--- src/inc/hcj_pkg.sv ---
package hcj_pkg;
  // Register byte addresses (index times four)
  localparam int unsigned RESULT_IDX     = 32'h0000_014e;
  localparam int unsigned ATTACH_IDX     = 32'h0000_014f;
  localparam logic [11:0] ADDR_RESULT    = 12'(RESULT_IDX * 4);
  localparam logic [11:0] ADDR_ATTACH    = 12'(ATTACH_IDX * 4);
  localparam logic [11:0] ADDR_REMAIN    = 12'h0_600;  // Chosen: FIFO fill count view
  localparam logic [11:0] ADDR_FLAGS     = 12'h0_604;  // Chosen: flag and flow sense view
  // Field positions
  localparam int RES_LSB    = 4;
  localparam int ATT_DISK   = 7;
  localparam int ATT_STAT   = 6;
  localparam int ATT_DMA1   = 3;
  localparam int ATT_DMA0   = 2;
  localparam int ATT_CPU_RD = 1;
  localparam int ATT_CPU_WR = 0;
  localparam logic [7:0] ATTACH_WMASK = 8'hcf;
  localparam logic [7:0] RESET_BYTE   = 8'h00;
  localparam int NYET_LIMIT = 3;
  // Result codes
  localparam logic [2:0] RES_OK      = 3'h0;
  localparam logic [2:0] RES_STALL   = 3'h1;
  localparam logic [2:0] RES_OVERRUN = 3'h2;
  localparam logic [2:0] RES_UNDERRUN= 3'h3;
  localparam logic [2:0] RES_RETRY   = 3'h4;
  // Transfer end report from the transaction engine
  typedef struct packed {
    logic done;        // Transfer finished this cycle
    logic stall;       // STALL handshake
    logic timeout;     // No data or handshake in time
    logic crc_err;     // CRC error on data
    logic stuff_err;   // Bit stuffing error
    logic pid_check;   // PID check bits failed
    logic pid_bad;     // Invalid or undefined PID
    logic toggle_bad;  // Unexpected data toggle
    logic split_err;   // ERR in split interrupt
    logic split_nyet;  // NYET in split interrupt
    logic over_pkt;    // Longer than max packet length
    logic over_total;  // Beyond total transfer length
    logic short_pkt;   // Short packet before total reached
  } hcj_end_t;
  // Flow sense bits of attached paths
  typedef struct packed {
    logic disk;
    logic dma0;
    logic dma1;
  } hcj_flow_t;
endpackage

--- src/verilog/hcj_channel_b.sv ---
// The Wishbone register port was left to the implementer.
`timescale 1ns/1ps
// Notes on behaviour
// - Three-bit result at bits six-four, resets zero
// - Clean finish loads code zero
// - STALL handshake loads code one
// - Too much data loads overrun code
// - Over/underrun with CRC/stuff error means retry
// - Short-enough packet with bad toggle: toggle mismatch
// - Short packet before total loads underrun
// - Timeout after token or data means retry
// - CRC, stuff, PID failures mean retry
// - Split ERR or three NYETs mean retry
// - Toggle mismatch means retry
// - Bit seven joins FIFO to disk path
// - Bit six exposes FIFO flags to shared status
// - Bits three/two join second/first DMA
// - Bit one feeds processor reads from FIFO
// - Bit zero sends processor writes to FIFO
// - DMA remaining shows fill or free space
// - Only highest of four attach bits kept
module hcj_channel_b
  import hcj_pkg::*;
#(
  parameter int CNT_W = 16                       // FIFO count width
) (
  input  wire logic             clk_i,           // System clock
  input  wire logic             rst_i,           // Synchronous reset
  // Wishbone slave
  input  wire logic             wb_cyc_i,
  input  wire logic             wb_stb_i,
  input  wire logic             wb_we_i,
  input  wire logic [11:0]      wb_adr_i,
  input  wire logic [3:0]       wb_sel_i,
  input  wire logic [31:0]      wb_dat_i,
  output logic      [31:0]      wb_dat_o,
  output logic                  wb_ack_o,
  // Transaction engine report
  input  wire hcj_end_t         end_i,
  // FIFO state and path directions
  input  wire logic [CNT_W-1:0] fifo_fill_i,     // Bytes held
  input  wire logic [CNT_W-1:0] fifo_free_i,     // Free space
  input  wire logic             fifo_full_i,
  input  wire logic             fifo_empty_i,
  input  wire hcj_flow_t        flow_i,
  // Path joins
  output logic                  disk_join_o,
  output logic                  disk_dir_o,
  output logic                  dma0_join_o,
  output logic                  dma1_join_o,
  output logic                  cpu_rd_join_o,
  output logic                  cpu_wr_join_o,
  output logic [CNT_W-1:0]      dma0_remain_o,
  output logic [CNT_W-1:0]      dma1_remain_o,
  output logic [CNT_W-1:0]      cpu_rd_remain_o,
  output logic [CNT_W-1:0]      cpu_wr_remain_o,
  // Shared FIFO status view
  output logic                  stat_full_o,
  output logic                  stat_empty_o,
  output logic                  stat_not_empty_o
);

  logic [2:0] result;        // Last transfer result code
  logic [7:0] attach;        // Port attach register
  logic [1:0] nyet_run;      // Consecutive NYET count

  // Bus decode
  wire bus_req   = wb_cyc_i & wb_stb_i & ~wb_ack_o;
  wire hit_res   = wb_adr_i == ADDR_RESULT;
  wire hit_att   = wb_adr_i == ADDR_ATTACH;
  wire hit_rem   = wb_adr_i == ADDR_REMAIN;
  wire hit_flg   = wb_adr_i == ADDR_FLAGS;
  wire att_write = bus_req & wb_we_i & hit_att & wb_sel_i[0];

  // Keep only the highest of the four exclusive bits
  function automatic logic [3:0] pick_high(input logic [3:0] v);
    logic [3:0] r;
    r = 4'h0;
    if (v[3]) begin
      r = 4'h8;
    end else if (v[2]) begin
      r = 4'h4;
    end else if (v[1]) begin
      r = 4'h2;
    end else if (v[0]) begin
      r = 4'h1;
    end
    return r;
  endfunction

  wire [7:0] wr_masked = wb_dat_i[7:0] & ATTACH_WMASK;
  wire [7:0] next_attach = {wr_masked[7:4], pick_high(wr_masked[3:0])};

  // Result classification, most specific first
  wire wire_err   = end_i.crc_err | end_i.stuff_err;
  wire nyet_full  = nyet_run == 2'(NYET_LIMIT - 1);  // Two NYETs already seen
  wire nyet_third = end_i.split_nyet & nyet_full;
  wire over_any   = end_i.over_pkt | end_i.over_total;
  wire tog_only   = end_i.toggle_bad & ~end_i.over_pkt;
  wire retry_hit  = end_i.timeout | wire_err | end_i.pid_check | end_i.pid_bad
                  | end_i.split_err | nyet_third | tog_only;
  logic [2:0] next_result;
  always_comb begin
    if (retry_hit) begin
      next_result = RES_RETRY;
    end else if (end_i.stall) begin
      next_result = RES_STALL;
    end else if (over_any) begin
      next_result = RES_OVERRUN;
    end else if (end_i.short_pkt) begin
      next_result = RES_UNDERRUN;
    end else begin
      next_result = RES_OK;
    end
  end

  // Read data mux
  wire [31:0] rd_res = {24'h00_0000, 1'b0, result, 4'h0};
  wire [31:0] rd_att = {24'h00_0000, attach};
  wire [31:0] rd_rem = {{(32 - CNT_W){1'b0}}, fifo_fill_i};
  wire [31:0] rd_flg = {26'h000_0000, flow_i.disk, flow_i.dma1, flow_i.dma0,
                        fifo_full_i, fifo_empty_i, ~fifo_empty_i};
  wire [31:0] next_dat = hit_res ? rd_res : hit_att ? rd_att : hit_rem ? rd_rem : hit_flg ? rd_flg : 32'h0000_0000;

  // Bus acknowledge: one cycle after request, any address answered
  always_ff @(posedge clk_i) begin
    if (rst_i) begin
      wb_ack_o <= 1'b0;
      wb_dat_o <= 32'h0000_0000;
    end else begin
      wb_ack_o <= bus_req;
      wb_dat_o <= next_dat;
    end
  end

  // Attach register
  always_ff @(posedge clk_i) begin
    if (rst_i) begin
      attach <= RESET_BYTE;
    end else if (att_write) begin
      attach <= next_attach;
    end
  end

  // Result code and NYET run
  always_ff @(posedge clk_i) begin
    if (rst_i) begin
      result   <= RES_OK;
      nyet_run <= 2'h0;
    end else begin
      if (end_i.done) begin
        result <= next_result;
      end
      if (end_i.done) begin
        nyet_run <= 2'h0;
      end else if (end_i.split_nyet && !nyet_full) begin
        nyet_run <= nyet_run + 2'h1;
      end else if (end_i.split_err) begin
        nyet_run <= 2'h0;
      end
    end
  end

  // Path outputs, registered
  always_ff @(posedge clk_i) begin
    if (rst_i) begin
      disk_join_o      <= 1'b0;
      disk_dir_o       <= 1'b0;
      dma0_join_o      <= 1'b0;
      dma1_join_o      <= 1'b0;
      cpu_rd_join_o    <= 1'b0;
      cpu_wr_join_o    <= 1'b0;
      dma0_remain_o    <= '0;
      dma1_remain_o    <= '0;
      cpu_rd_remain_o  <= '0;
      cpu_wr_remain_o  <= '0;
      stat_full_o      <= 1'b0;
      stat_empty_o     <= 1'b0;
      stat_not_empty_o <= 1'b0;
    end else begin
      disk_join_o      <= attach[ATT_DISK];
      disk_dir_o       <= attach[ATT_DISK] & flow_i.disk;
      dma1_join_o      <= attach[ATT_DMA1];
      dma0_join_o      <= attach[ATT_DMA0];
      cpu_rd_join_o    <= attach[ATT_CPU_RD];
      cpu_wr_join_o    <= attach[ATT_CPU_WR];
      dma0_remain_o    <= !attach[ATT_DMA0] ? '0 : flow_i.dma0 ? fifo_fill_i : fifo_free_i;
      dma1_remain_o    <= !attach[ATT_DMA1] ? '0 : flow_i.dma1 ? fifo_fill_i : fifo_free_i;
      cpu_rd_remain_o  <= attach[ATT_CPU_RD] ? fifo_fill_i : '0;
      cpu_wr_remain_o  <= attach[ATT_CPU_WR] ? fifo_free_i : '0;
      stat_full_o      <= attach[ATT_STAT] & fifo_full_i;
      stat_empty_o     <= attach[ATT_STAT] & fifo_empty_i;
      stat_not_empty_o <= attach[ATT_STAT] & ~fifo_empty_i;
    end
  end
endmodule

--- config.mk ---
export PLATFORM = sky130hd
export DESIGN_NAME = hcj_channel_b
export DESIGN_NICKNAME = d
export VERILOG_FILES = /design/src/inc/hcj_pkg.sv /design/src/verilog/hcj_channel_b.sv
export SDC_FILE = /design/constraint.sdc
export NUM_CORES = 1
export LEC_CHECK = 0
export ABC_AREA = 1
export BUFFER_PORTS_ARGS = -buffer_cell sky130_fd_sc_hd__buf_2
export CORE_MARGIN = 5
export CORE_UTILIZATION = 35
export CTS_BUF_LIST = sky130_fd_sc_hd__clkbuf_8 sky130_fd_sc_hd__clkbuf_16
export CTS_CLUSTER_SIZE = 24
export DETAILED_ROUTE_END_ITERATION = 12
export PLACE_DENSITY_LB_ADDON = 0.12
export SYNTH_ARGS = -nofsm -noshare
export SYNTH_HDL_FRONTEND = slang
export SYNTH_SLANG_ARGS = --single-unit
--- constraint.sdc ---
create_clock -name clk_i -period 1.1 [get_ports clk_i]
set_input_delay 0.11 -clock clk_i [delete_from_list [all_inputs] [get_ports clk_i]]
set_output_delay 0.11 -clock clk_i [all_outputs]
set_load 0.005 [all_outputs]
==> flow_summary_export.csv <==
group,metric,value,unit
clocking,htreeDepth,3,
sta,period_share,102,%
floorplanning,dieArea,12700,µm²
place,port_buffers,163,
sta,fmax,887,MHz
final_layout,final_cells,793,
sta,finalHoldViolations,0,
floorplanning,ioPinCount,209,
clocking,clkTransAtPathRegs,100,ps
yosys,synth-main-ff-cell,"dfxtp_1",
worst_setup_path,worst_setup_path_end_kind,"flop",
yosys,synthCells,442,
drt,dr.pass1.iters,4,
run_status,outcome,"finished, violations left",
drt,drt_first_iter_violations,116,
sta,fin_ws,-26.9,ps
yosys,yosys_warnings,0,
sta,finClkSkew,11.3,ps
sta,period_minus_slack,1130,ps
final_layout,layout_common_cells,"buf_2, dfxtp_1, inv_1",
grt,grt_overflow_total,0,
final_layout,multiInputGateArea,1340,µm²
worst_setup_path,critPathRequiredTime,1340,ps
final_layout,drive_above_1_share,37.4,%
drt,routed_wirelength,10.2,mm
floorplanning,num_rows,37,
place,gp_congestion,0.764,
clocking,clkSinkCount,101,
worst_setup_path,start_kind,"flop",
final_layout,areaGrowthSynthToFinish,44.6,%
power,power_density,1270,nW/µm²
yosys,synthArstFlopShare,0,%
clocking,cts_buffer_depth,2,
sta,fin_setup_tns,-105,ps
yosys,syn_avg_cell_area,8.33,µm²
min_path,hold_class,"input pin to flop",
yosys,synth_seq_area_share,54.9,%
grt,grt_use_total,16.3,%
flow_run,max_cap_violations,0,
worst_setup_path,worst-path-buf-inv,0,
grt,grt_pass1_wl,16.5,mm
worst_setup_path,crit_fanout,5,
final_layout,layout_commonest_cell,"buf_2",
clocking,clkLatencyLatePin,360,ps
worst_setup_path,cpPeakStageDelay,330,ps
place,dpl.hpwl,7.76,mm
worst_setup_path,crit_slowest_cell,"dfxtp_2",
grt,grt_max_degree,20,
worst_setup_path,cp_top_family,"simple AND/OR/NAND/NOR gates",
worst_setup_path,critPathKind,"flop to flop",
drt,antenna_left,0,
drt,via_per_inst,4.23,
place,dp_cells,743,
final_layout,finalNetCount,756,
worst_setup_path,crit_chain,"nor2_1 -> nand2_1 -> nor2_4 -> nand3_4 -> o21ai_2 -> a21oi_1",
grt,antenna_found_initial,0,
sta,maxSlewViolCount,0,
worst_setup_path,worstPathArrival,1370,ps
clocking,ctsRootBufferMaster,"clkbuf_8",
clocking,cts_tree,"done",
yosys,ys_ff_latch,101,
yosys,syn_area,3680,µm²
sta,rsz0062_at_grt,"yes",
floorplanning,initial_core_util,35.8,%
final_layout,seq_area,2020,µm²
final_layout,n_antenna_cell,0,
drt,drc_errors,0,
final_layout,fill_cells,1006,
sta,setup_violations,6,
grt,grt_pass1_vias,3457,
floorplanning,die_x,113,µm
run_status,violations,"setup timing",
power,leakage,2.82,nW
yosys,synth_edf_count,0,
floorplanning,core,10300,µm²
power,vdd_drop_max,0.526,mV
clocking,cts_buffers,9,
yosys,synth_cell_types,34,
drt,avgRoutedWirePerCell,12.8,µm
floorplanning,fp.dieH,113,µm
drt,route.vias.total,3355,
-- per-stage QoR --
step | cell area (µm²) | hold slack, ps | power, mW | util [%] | worst slack, ps
floorplan | 3750 | 182 | 3.97 | - | 14.1
global placement | 4700 | 326 | 4.16 | 45.7 | -74.3
detailed placement | 4700 | 327 | 4.17 | 45.7 | -92.1
CTS | 5260 | 2.99 | 6.82 | 51.2 | -7.30
global route | 5320 | 2.80 | 7.06 | 51.8 | -159
finish | 5320 | 13.2 | 6.76 | 51.8 | -26.9
-- repair_timing --
| action | 4_1_cts | 5_1_grt |
|---|---|---|
| hold buffers | 29 | 2 |
| gates resized for setup | 12 | 12 |
| setup buffers | 1 | 1 |
| endpoints found under the setup margin | 10 | 20 |
| pin swaps | 2 | 5 |
| hold endpoints to repair | 33 | 2 |
| cloned | 1 | 0 |
-- synthesized netlist by cell type (2+ instances only) --
library cell	count	area share, %
dfxtp_1	101	55
inv_1	65	6.6
nor2_1	61	6.2
nand2_1	52	5.3
a21oi_1	39	5.3
o21ai_0	37	5.0
buf_4	19	3.9
nand3_1	12	1.6
nor2_4	7	2.1
nand2_2	6	1.0
inv_2	5	0.51
buf_2	4	0.54
clkbuf_1	4	0.41
nor2_2	4	0.68
o21ai_1	4	0.54
nand2_4	2	0.61
nand3_4	2	0.95
or2_2	2	0.34
-- worst register-to-register path, stage by stage (launching register included) --
cell and delay (ps):
dfxtp_2 330, nor2_1 90, nand2_1 110, nor2_4 190, nand3_4 130, o21ai_2 130, a21oi_1 40
-- flip-flops by register name, summed over array words and instances (netlist names), 2 cells and up --
name             flops
wb_dat_o            16
nyet_run             2
cpu_rd_remain_o     16
dma1_remain_o       16
cpu_wr_remain_o     16
result               3
attach               6
dma0_remain_o       16
-- area by class of cell --
cell class / instances / share of cell area [%]
inverter: 72 / 5.22
multi-input combinational: 257 / 25.1
timing repair buffer: 211 / 24.3
sequential: 101 / 38.0
clock inverter: 7 / 1.81
clock buffer: 9 / 2.33
tap: 136 / 3.20
-- metal layers --
layer  vias up  share of wire (%)  track usage [%]
met5         -                  0                0
met4         0                1.3             3.69
met3        10                8.0             5.82
met2       130                 48             28.2
met1      1462                 43             19.2
li1       1753                  -                -
-- power by group --
group | leakage [nW] | internal [mW] | switching (mW)
clock network | 0.108 | 1.29 | 1.28
logic | 1.90 | 0.252 | 0.277
registers | 0.814 | 3.66 | 0.00378
total | 2.82 | 5.20 | 1.56
-- final timing paths --
check	slack, ps	cells past startpoint	start	endpoint
worst max-delay path	-30	6	wb_ack_o	attach[3]
worst min-delay path	10	3	fifo_fill_i[9]	cpu_rd_remain_o[9]
worst max register to register	-30	6	wb_ack_o	attach[3]
worst min register to register	420	2	attach[7]	disk_dir_o
-- cell families after synthesis --
family                   synth area share (%)
other                                   0.102
AND/OR/NAND/NOR                          20.1
AO/OA/AOI/OAI                            12.0
flip-flops                               54.9
buffers and inverters                    12.5
adder cells (fa/ha/maj)                 0.340
Note: power is estimated with default switching activity, not from simulation.
